## src/hdl/usbdr_pkg.sv

```systemverilog
// Shared constants for the dual-role link control block.
package usbdr_pkg;
    // ==========================================
    // Register map.
    localparam logic [11:0] OFS_OTG = 12'h000;  // Role and buffer sizing.
    localparam logic [11:0] OFS_EOF = 12'h004;  // Frame guard and soft resets.
    localparam logic [11:0] OFS_STAT = 12'h008; // Block status.
    // ==========================================
    // Field positions.
    localparam int RXDB_BIT = 28;
    localparam int RXSZ_LSB = 24;
    localparam int TXDB_BIT = 20;
    localparam int TXSZ_LSB = 16;
    localparam int TXDMA_BIT = 9;
    localparam int RXDMA_BIT = 8;
    localparam int REQ_BIT = 1;
    localparam int RECRST_BIT = 25;
    localparam int BUSRST_BIT = 24;
    localparam int LSG_LSB = 16;
    localparam int FSG_LSB = 8;
    localparam logic [31:0] EOF_RESET = 32'h0072_7780;
    localparam logic [3:0] SIZE_CODE_MAX = 4'h9;
    localparam logic [13:0] SIZE_UNIT = 14'h0008;
    localparam logic [9:0] PIN_SYNC_RESET = 10'h020; // Pin stages after reset; the B side stage idles high.
    // ==========================================
    // Timing; times are held in tenths of a nanosecond for the guard math.
    localparam int CLK_PERIOD_NS = 50;
    localparam real LS_UNIT_US = 1.067;
    localparam real FS_UNIT_NS = 533.3;
    localparam real HS_UNIT_NS = 133.3;
    localparam int FRAME_FS_US = 1000;
    localparam int FRAME_HS_US = 125;
    localparam logic [31:0] CLK_TNS = 32'(CLK_PERIOD_NS * 10);
    localparam logic [31:0] LS_UNIT_TNS = 32'(int'(LS_UNIT_US * 10000.0));
    localparam logic [31:0] FS_UNIT_TNS = 32'(int'(FS_UNIT_NS * 10.0));
    localparam logic [31:0] HS_UNIT_TNS = 32'(int'(HS_UNIT_NS * 10.0));
    localparam int FRAME_FS_CYC = FRAME_FS_US * 1000 / CLK_PERIOD_NS;
    localparam int FRAME_HS_CYC = FRAME_HS_US * 1000 / CLK_PERIOD_NS;
    // Link speed codes on the speed pins.
    localparam logic [1:0] SPD_HS = 2'h0;
    localparam logic [1:0] SPD_FS = 2'h1;
endpackage : usbdr_pkg

```

## src/hdl/usbdr_fifo.sv

```systemverilog
// Small flip-flop FIFO with valid/ready on both sides.
`timescale 1ns/1ns
module usbdr_fifo #(
    parameter int WIDTH = 8,
    parameter int DEPTH = 4
) (
    input wire logic clk_sys,
    input wire logic resetn,
    input wire logic flush,
    input wire logic [WIDTH-1:0] inData,
    input wire logic inValid,
    output logic inReady,
    output logic [WIDTH-1:0] outData,
    output logic outValid,
    input wire logic outReady
);
    localparam int AW = $clog2(DEPTH);
    if (DEPTH < 2 || (1 << AW) != DEPTH) begin : g_bad_depth
        $error("FIFO depth must be a power of two of at least 2.");
    end
    logic [WIDTH-1:0] mem_r [DEPTH];
    logic [AW-1:0] wrPtr_r;
    logic [AW-1:0] rdPtr_r;
    logic [AW:0] count_r;
    wire push = inValid && inReady;
    wire pop = outValid && outReady;
    // Full and empty come straight from the occupancy count.
    assign inReady = (count_r != (AW+1)'(DEPTH));
    assign outValid = (count_r != '0);
    assign outData = mem_r[rdPtr_r];
    // Storage is written only on an accepted push.
    always_ff @(posedge clk_sys) begin
        if (push) begin
            mem_r[wrPtr_r] <= inData;
        end
    end
    // Pointers and count; flush empties the queue at once.
    always_ff @(posedge clk_sys or negedge resetn) begin
        if (!resetn) begin
            wrPtr_r <= '0;
            rdPtr_r <= '0;
            count_r <= '0;
        end else if (flush) begin
            wrPtr_r <= '0;
            rdPtr_r <= '0;
            count_r <= '0;
        end else begin
            wrPtr_r <= wrPtr_r + AW'(push);
            rdPtr_r <= rdPtr_r + AW'(pop);
            count_r <= count_r + (AW+1)'(push) - (AW+1)'(pop);
        end
    end
endmodule : usbdr_fifo

```

## src/hdl/usbdr_ctrl.sv

```systemverilog
// Dual-role link control: buffer sizing, soft resets and frame-end guard.
//
// The placing of the registers and the APB register port were left to the implementer.
`timescale 1ns/1ns
module usbdr_ctrl
    import usbdr_pkg::*;
#(
    parameter int FRAME_CYCLES_FS = FRAME_FS_CYC,
    parameter int FIFO_DEPTH = 4
) (
    input wire logic clk_sys,
    input wire logic resetn,
    input wire logic psel,
    input wire logic penable,
    input wire logic pwrite,
    input wire logic [11:0] paddr,
    input wire logic [31:0] pwdata,
    output logic [31:0] prdata,
    output logic pready,
    output logic pslverr,
    input wire logic [1:0] linkSpeedPin,
    input wire logic frameSyncPin,
    input wire logic roleDonePin,
    input wire logic bSidePin,
    input wire logic fsDevPin,
    input wire logic lsDevPin,
    input wire logic [1:0] vbusPin,
    input wire logic hostModePin,
    input wire logic [7:0] rxData,
    input wire logic rxValid,
    input wire logic rxLast,
    output logic rxReady,
    output logic [7:0] epData,
    output logic epValid,
    input wire logic epReady,
    output logic [13:0] rxCapacity,
    output logic [13:0] txCapacity,
    output logic txnStartAllowed,
    output logic recoveredDomainReset,
    output logic busDomainReset,
    output logic sessionRequest,
    output logic roleRequest,
    output logic txEndpointDma,
    output logic rxEndpointDma
);
    if (FRAME_CYCLES_FS < FRAME_HS_CYC || FRAME_CYCLES_FS > 32767) begin : g_bad_frame
        $error("Frame length parameter out of range.");
    end

    // ==========================================
    // Pin synchronisers.
    // Every pin passes two flops; only the second stage is read.
    logic [9:0] pinMeta_r;
    logic [9:0] pinSync_r;
    always_ff @(posedge clk_sys or negedge resetn) begin
        if (!resetn) begin
            // The B side stage resets high so the indication never dips to zero while the stages fill.
            pinMeta_r <= PIN_SYNC_RESET;
            pinSync_r <= PIN_SYNC_RESET;
        end else begin
            pinMeta_r <= {linkSpeedPin, frameSyncPin, roleDonePin, bSidePin,
                          fsDevPin, lsDevPin, vbusPin, hostModePin};
            pinSync_r <= pinMeta_r;
        end
    end
    // Named views of the synchronised pins.
    wire [1:0] linkSpeed = pinSync_r[9:8];
    wire frameSync = pinSync_r[7];
    wire roleDone = pinSync_r[6];
    wire bSideIn = pinSync_r[5];
    // Edge detectors look only at synchronised levels.
    logic frameSyncD_r;
    logic roleDoneD_r;
    wire frameStart = frameSync && !frameSyncD_r;
    wire roleDoneRise = roleDone && !roleDoneD_r;

    // ==========================================
    // APB decode.
    // Writes land on the access edge; an unmapped offset is refused with an error and no write.
    wire setup = psel && !penable;
    wire access = psel && penable;
    wire hitOtg = (paddr == OFS_OTG);
    wire hitEof = (paddr == OFS_EOF);
    wire hitStat = (paddr == OFS_STAT);
    wire mapped = hitOtg || hitEof || hitStat;
    wire wrOtg = access && pwrite && hitOtg;
    wire wrEof = access && pwrite && hitEof;
    wire wrStat = access && pwrite && hitStat;
    // Zero wait states: read data was latched in the setup cycle.
    assign pready = access;
    assign pslverr = access && !mapped;

    // ==========================================
    // Registers.
    logic [31:0] otg_r;      // Writable role and sizing fields.
    logic [31:0] eof_r;      // Guard fields and soft reset bits.
    logic roleRequest_r;     // Cleared by hardware on role change.
    logic bSide_r;           // Reads one out of reset.
    logic rxOversize_r;      // Sticky, write one to clear.
    logic [31:0] prdata_r;
    logic [31:0] otgView;
    logic [31:0] rdMux;
    // Status pins sit at bits 7 to 2; bit 1 is filled in from the role request flop in the read mux.
    assign otgView = {otg_r[31:8], bSide_r, pinSync_r[4:0], 1'b0, otg_r[0]} & 32'h1F1F_03FF;

    // The writable OTG fields; status bits are masked out of the stored word.
    always_ff @(posedge clk_sys or negedge resetn) begin
        if (!resetn) begin
            otg_r <= '0;
        end else if (wrOtg) begin
            otg_r <= pwdata & 32'h1F1F_0301;
        end
    end

    // Guard fields and soft resets; defaults give the nominal windows.
    always_ff @(posedge clk_sys or negedge resetn) begin
        if (!resetn) begin
            eof_r <= EOF_RESET;
        end else if (wrEof) begin
            eof_r <= pwdata & 32'h03FF_FFFF;
        end
    end

    // A software write wins over a completing role change in the same cycle.
    always_ff @(posedge clk_sys or negedge resetn) begin
        if (!resetn) begin
            roleRequest_r <= 1'b0;
        end else if (wrOtg) begin
            roleRequest_r <= pwdata[REQ_BIT];
        end else if (roleDoneRise) begin
            roleRequest_r <= 1'b0;
        end
    end

    // B side indication: one at reset, then follows the pin.
    always_ff @(posedge clk_sys or negedge resetn) begin
        if (!resetn) begin
            bSide_r <= 1'b1;
            frameSyncD_r <= 1'b0;
            roleDoneD_r <= 1'b0;
        end else begin
            bSide_r <= bSideIn;
            frameSyncD_r <= frameSync;
            roleDoneD_r <= roleDone;
        end
    end

    // Read mux; the status word shows live block state.
    assign rdMux = hitOtg ? (otgView | {30'h0, roleRequest_r, 1'b0}) :
                   hitEof ? eof_r :
                   hitStat ? {30'h0, txnStartAllowed, rxOversize_r} : 32'h0;

    // Read data is captured in the setup phase so it comes from a flop.
    always_ff @(posedge clk_sys or negedge resetn) begin
        if (!resetn) begin
            prdata_r <= '0;
        end else if (setup) begin
            prdata_r <= rdMux;
        end
    end
    assign prdata = prdata_r;

    // ==========================================
    // Soft resets and enables.
    assign recoveredDomainReset = eof_r[RECRST_BIT];
    assign busDomainReset = eof_r[BUSRST_BIT];
    assign sessionRequest = otg_r[0];
    assign roleRequest = roleRequest_r;
    assign txEndpointDma = otg_r[TXDMA_BIT];
    assign rxEndpointDma = otg_r[RXDMA_BIT];

    // ==========================================
    // Buffer sizing.
    // Reserved codes clamp to the largest size so sizing never wraps.
    wire [3:0] rxCode = otg_r[RXSZ_LSB +: 4];
    wire [3:0] txCode = otg_r[TXSZ_LSB +: 4];
    wire [3:0] rxCodeEff = (rxCode > SIZE_CODE_MAX) ? SIZE_CODE_MAX : rxCode;
    wire [3:0] txCodeEff = (txCode > SIZE_CODE_MAX) ? SIZE_CODE_MAX : txCode;
    wire [13:0] rxPktMax = SIZE_UNIT << rxCodeEff;
    wire [13:0] txPktMax = SIZE_UNIT << txCodeEff;
    assign rxCapacity = rxPktMax << otg_r[RXDB_BIT];
    assign txCapacity = txPktMax << otg_r[TXDB_BIT];

    // ==========================================
    // Receive path.
    // Bytes flow through a small FIFO; the bus-domain reset flushes it.
    // Limitation: only the receive side carries data; transmit sizing is reported but moves nothing.
    // Four entries absorb a short stall of the endpoint sink without losing a byte.
    logic fifoInReady;
    logic [13:0] pktCount_r;
    usbdr_fifo #(
        .WIDTH(8),
        .DEPTH(FIFO_DEPTH)
    ) u_rxFifo (
        .clk_sys(clk_sys),
        .resetn(resetn),
        .flush(busDomainReset),
        .inData(rxData),
        .inValid(rxValid && !busDomainReset),
        .inReady(fifoInReady),
        .outData(epData),
        .outValid(epValid),
        .outReady(epReady)
    );
    assign rxReady = fifoInReady && !busDomainReset;
    wire rxAccept = rxValid && rxReady;
    wire overByte = rxAccept && (pktCount_r >= rxPktMax);

    // Counts bytes of the current packet against the largest packet size.
    always_ff @(posedge clk_sys or negedge resetn) begin
        if (!resetn) begin
            pktCount_r <= '0;
        end else if (busDomainReset || (rxAccept && rxLast)) begin
            pktCount_r <= '0;
        end else if (rxAccept && !overByte) begin
            pktCount_r <= pktCount_r + 14'h0001;
        end
    end

    // Oversize flag: a new event beats a clear in the same cycle.
    always_ff @(posedge clk_sys or negedge resetn) begin
        if (!resetn) begin
            rxOversize_r <= 1'b0;
        end else if (overByte) begin
            rxOversize_r <= 1'b1;
        end else if (wrStat && pwdata[0]) begin
            rxOversize_r <= 1'b0;
        end
    end

    // ==========================================
    // Frame timer and end-of-frame guard.
    // The timer counts down to frame end; a frame sync realigns it.
    // Times are compared in tenths of a nanosecond, which keeps the fractional guard units exact.
    logic [14:0] frameCnt_r;
    wire isHs = (linkSpeed == SPD_HS);
    wire isFs = (linkSpeed == SPD_FS);
    wire [14:0] frameLast = isHs ? 15'(FRAME_HS_CYC - 1) : 15'(FRAME_CYCLES_FS - 1);
    wire [7:0] guardSel = isHs ? eof_r[7:0] :
                          isFs ? eof_r[FSG_LSB +: 8] : eof_r[LSG_LSB +: 8];
    wire [31:0] unitSel = isHs ? HS_UNIT_TNS : isFs ? FS_UNIT_TNS : LS_UNIT_TNS;
    wire [31:0] guardTns = 32'(guardSel) * unitSel;
    wire [31:0] remainTns = 32'(frameCnt_r) * CLK_TNS;

    always_ff @(posedge clk_sys or negedge resetn) begin
        if (!resetn) begin
            frameCnt_r <= '0;
        end else if (busDomainReset || frameStart || frameCnt_r == '0) begin
            frameCnt_r <= frameLast;
        end else begin
            frameCnt_r <= frameCnt_r - 15'h0001;
        end
    end

    // New transactions may start only while more than the guard remains.
    always_ff @(posedge clk_sys or negedge resetn) begin
        if (!resetn) begin
            txnStartAllowed <= 1'b0;
        end else begin
            txnStartAllowed <= !busDomainReset && (remainTns > guardTns);
        end
    end

    // Marks the first sampled cycle after reset for the reset-value checks.
    logic firstCycle_r;
    always_ff @(posedge clk_sys or negedge resetn) begin
        if (!resetn) begin
            firstCycle_r <= 1'b1;
        end else begin
            firstCycle_r <= 1'b0;
        end
    end
endmodule : usbdr_ctrl

```

## config.mk

```make
export PLATFORM = sky130hd
export DESIGN_NAME = usbdr_ctrl
export DESIGN_NICKNAME = d
export VERILOG_FILES = /design/src/hdl/usbdr_pkg.sv /design/src/hdl/usbdr_fifo.sv /design/src/hdl/usbdr_ctrl.sv
export SDC_FILE = /design/constraint.sdc
export NUM_CORES = 1
export LEC_CHECK = 0
export BUFFER_PORTS_ARGS = -buffer_cell sky130_fd_sc_hd__buf_2
export CAP_MARGIN = 20
export CORE_MARGIN = 2
export CORE_UTILIZATION = 45
export DETAILED_ROUTE_END_ITERATION = 7
export PLACE_DENSITY = 0.66
export RECOVER_POWER = 50
export SLEW_MARGIN = 30
export SYNTH_ARGS = -nofsm -noshare
export SYNTH_HDL_FRONTEND = slang
export SYNTH_SLANG_ARGS = --single-unit
```

## constraint.sdc

```tcl
create_clock -name clk_sys -period 17.5 [get_ports clk_sys]
set_clock_uncertainty 0.05 [all_clocks]
set_input_delay 3.5 -clock clk_sys [delete_from_list [all_inputs] [get_ports clk_sys]]
set_output_delay 3.5 -clock clk_sys [all_outputs]
set_load 0.005 [all_outputs]
```

==> qor.yml <==
portBuffers: 136
avgSynthCellArea_um2: 10.53
rr_startpoint: "pinSync_r[8]"
worstMarginPinSlew_ns: 4.107
nNetsFinal: 1717
hp-start: "pinMeta_r[5]"
yosys.area_share.simple_pct: 11.85
cts_sinks: 162
fp-row-count: 62
power.density_nw_per_um2: 207.4
synth_edf_count: 32
clkLatencyLatePin_ns: 0.44
min_period_over_period_pct: 52.33
synth-main-ff-cell: "dfrtp_1"
fillers: 2642
syn_area_um2: 13270
critical_path_required_ns: 17.04
report.final.slew_viol_count: 133
n_antenna_cell: 0
crit_buf_inv: 2
multi_input_area_um2: 8217
antenna_found_initial: 0
synth-seq-cells: 162
reg2regPathDepth: 26
synthTopCellsByArea: "dfrtp_1, fa_1, ha_1"
track_usage_pct: 20.32
hpwl_um: 23190
min_period_ns: 9.157
place_area_um2: 14310
die_w_um: 175.8
drt_wl_total_um: 29850
final_area_um2: 14890
async_flop_share_pct: 80.25
fmax_mhz: 109.2
status: "finished with violations"
hold_path_end: "pinSync_r[5]"
hold_path_class: "flop to flop"
cp-end-kind: "asynchronous set/reset pin"
synthCells: 1261
yosysSeqAreaShare_pct: 31.88
start_util_pct: 46.00
final-seq-area_um2: 4232
die_area_um2: 30890
cts-root-buf: "clkbuf_16"
core-area_um2: 28860
crit_path_frequent_cell: "clkbuf_1"
startpoint_type: "input pin"
gp_congestion: 0.9070
synth_cell_types: 70
grt_max_degree: 82
holdPathStages: 0
pin_count: 149
cp_cell_sequence: "clkbuf_1 > clkbuf_1"
cts_hold_buf: 0
synth_compound_area_share_pct: 9.105
area_growth_pct: 12.21
crit_fanout: 81
slowest_delay_ns: 3.03
cts.path.max_buffers: 2
num_vias: 9478
gr-total-overflow: 0
cts_resized: 0
rsz0062_at_grt: "no"
avgRoutedWirePerCell_um: 16.76
crit_family: "buffers and inverters"
path_class: "input pin to asynchronous set/reset pin"
synth.mux.area_fraction_pct: 6.014
via_per_inst: 5.322
grt_pass1_vias: 9740
synth_top_area_share_pct: 21.87
drt_first_pass_iters: 5
dr.first_iter.drc_count: 448
vdd_drop_max_uv: 282.2
dieHeight_um: 175.8
cp.arrival_ns: 8.70
clkTransAtPathRegs_ns: 0.08
setup-violations-final: 0
postCtsSetupBuffers: 0
synth_top_family_by_area: "adder cells"
remaining_drc_errors: 0
cts_tree: "built"
rr_endpoint: "txnStartAllowed"
numCtsBuffers: 17
synthXorXnorAreaFrac_pct: 3.563
yosys_warnings: 0
relSlewSlack_pct: -173.8
slowest_stage: "clkbuf_1"
grt_pass1_wl_um: 49450
setup_tns_ns: 0
drive_gt1_share_pct: 15.32
reg2reg_slack_ns: 9.94
h-tree-depth: 4
synthAdderAreaFrac_pct: 31.07
hold_viol_final: 0
drtAntennaViolNets: 0
p_leak_nw: 7.421
maxCapViolCount: 2
synth_area_leader_cell: "dfrtp_1"
violations: "max-capacitance violations, max-slew violations"
## worst max path at each step
| stage | slack (ns) | startpoint | end | cells past startpoint |
|---|---|---|---|---|
| after CTS | 9.35 | paddr[7] | pslverr | 6 |
| after global routing | 6.90 | resetn | u_rxFifo.wrPtr_r[1] | 2 |
| after global placement | 9.34 | paddr[1] | pslverr | 6 |
| after detailed placement | 9.35 | paddr[7] | pslverr | 6 |
| final | 8.34 | resetn | u_rxFifo.wrPtr_r[1] | 2 |
| after floorplan | 9.77 | paddr[7] | pslverr | 4 |
## layout by cell type, fill, tap and decap left out, drive strengths merged, types with 13 or more instances in the layout
master,n
a21oi,56
buf,133
mux2,46
dfstp,14
dfrtp,116
ha,152
nor2b,24
clkbuf,29
nand2b,19
inv,170
o21ai,36
a221oi,15
nor3,16
a21o,13
nand3,40
edfxtp,32
xor2,13
nand2,81
nor2,84
xnor2,41
fa,111
## cells in the mapped netlist (all sizes together), types with 19 or more instances
cell / count
nand2: 81
dfrtp: 116
fa: 111
nor2: 84
xnor2: 41
nand3: 40
nor2b: 24
clkbuf: 33
a21oi: 56
o21ai: 36
nand2b: 19
ha: 152
mux2: 46
edfxtp: 32
inv: 164
## flip-flops by register name, summed over array words and instances (netlist names)
signal,flops
pinMeta_r,10
pinSync_r,10
otg_r,13
bSide_r,1
roleDoneD_r,1
u_rxFifo.count_r,3
txnStartAllowed,1
prdata,29
frameCnt_r,15
u_rxFifo.rdPtr_r,2
u_rxFifo.wrPtr_r,2
eof_r,26
roleRequest,1
rxOversize_r,1
u_rxFifo.mem_r,32
pktCount_r,14
frameSyncD_r,1
## final cells by class
cell class	count	share of cell area, %
clock buffer	17	2.856
inverter	164	4.133
clock inverter	15	1.336
tap	384	3.226
multi-input combinational	894	55.17
timing repair buffer	145	4.872
sequential	162	28.41
## layer usage
layer	up-vias	routed length, µm	global-route usage (%)
li1	4489	-	-
met1	4757	13530	27.69
met2	199	14650	34.02
met3	33	1185	2.965
met4	0	484	5.579
met5	-	0	0
## report_power, final
group	total, mW	switching (mW)	internal (mW)	leakage, nW
Clock	0.394	0.197	0.197	0.300
Sequential	0.481	0.0527	0.428	1.92
Combinational	2.21	1.17	1.04	5.20
## kinds of logic (layout without fill, tap and decap cells)
logic type | after synthesis | count (layout)
compound gates | 183 | 183
xor+xnor | 54 | 54
fa+ha+maj | 263 | 263
buf+inv | 215 | 341
flops | 162 | 162
mux | 64 | 64
other cells | 2 | 12
simple gates | 318 | 318
## metrics by stage
step | worst slack [ns] | power [mW] | util [%] | instances | hold WS (ns)
finish | 8.343 | 3.089 | 51.61 | 1781 | 0.3024
global route | 6.896 | 3.516 | 51.61 | 1781 | 0.3080
CTS | 9.351 | 3.113 | 51.75 | 1781 | 0.3027
detailed placement | 9.353 | 2.700 | 49.59 | 1749 | 0.2855
global placement | 9.345 | 2.628 | 49.58 | 1749 | 0.2825
floorplan | 9.767 | 2.268 | - | 1271 | 0.2812
(Power assumes the default switching activity.)
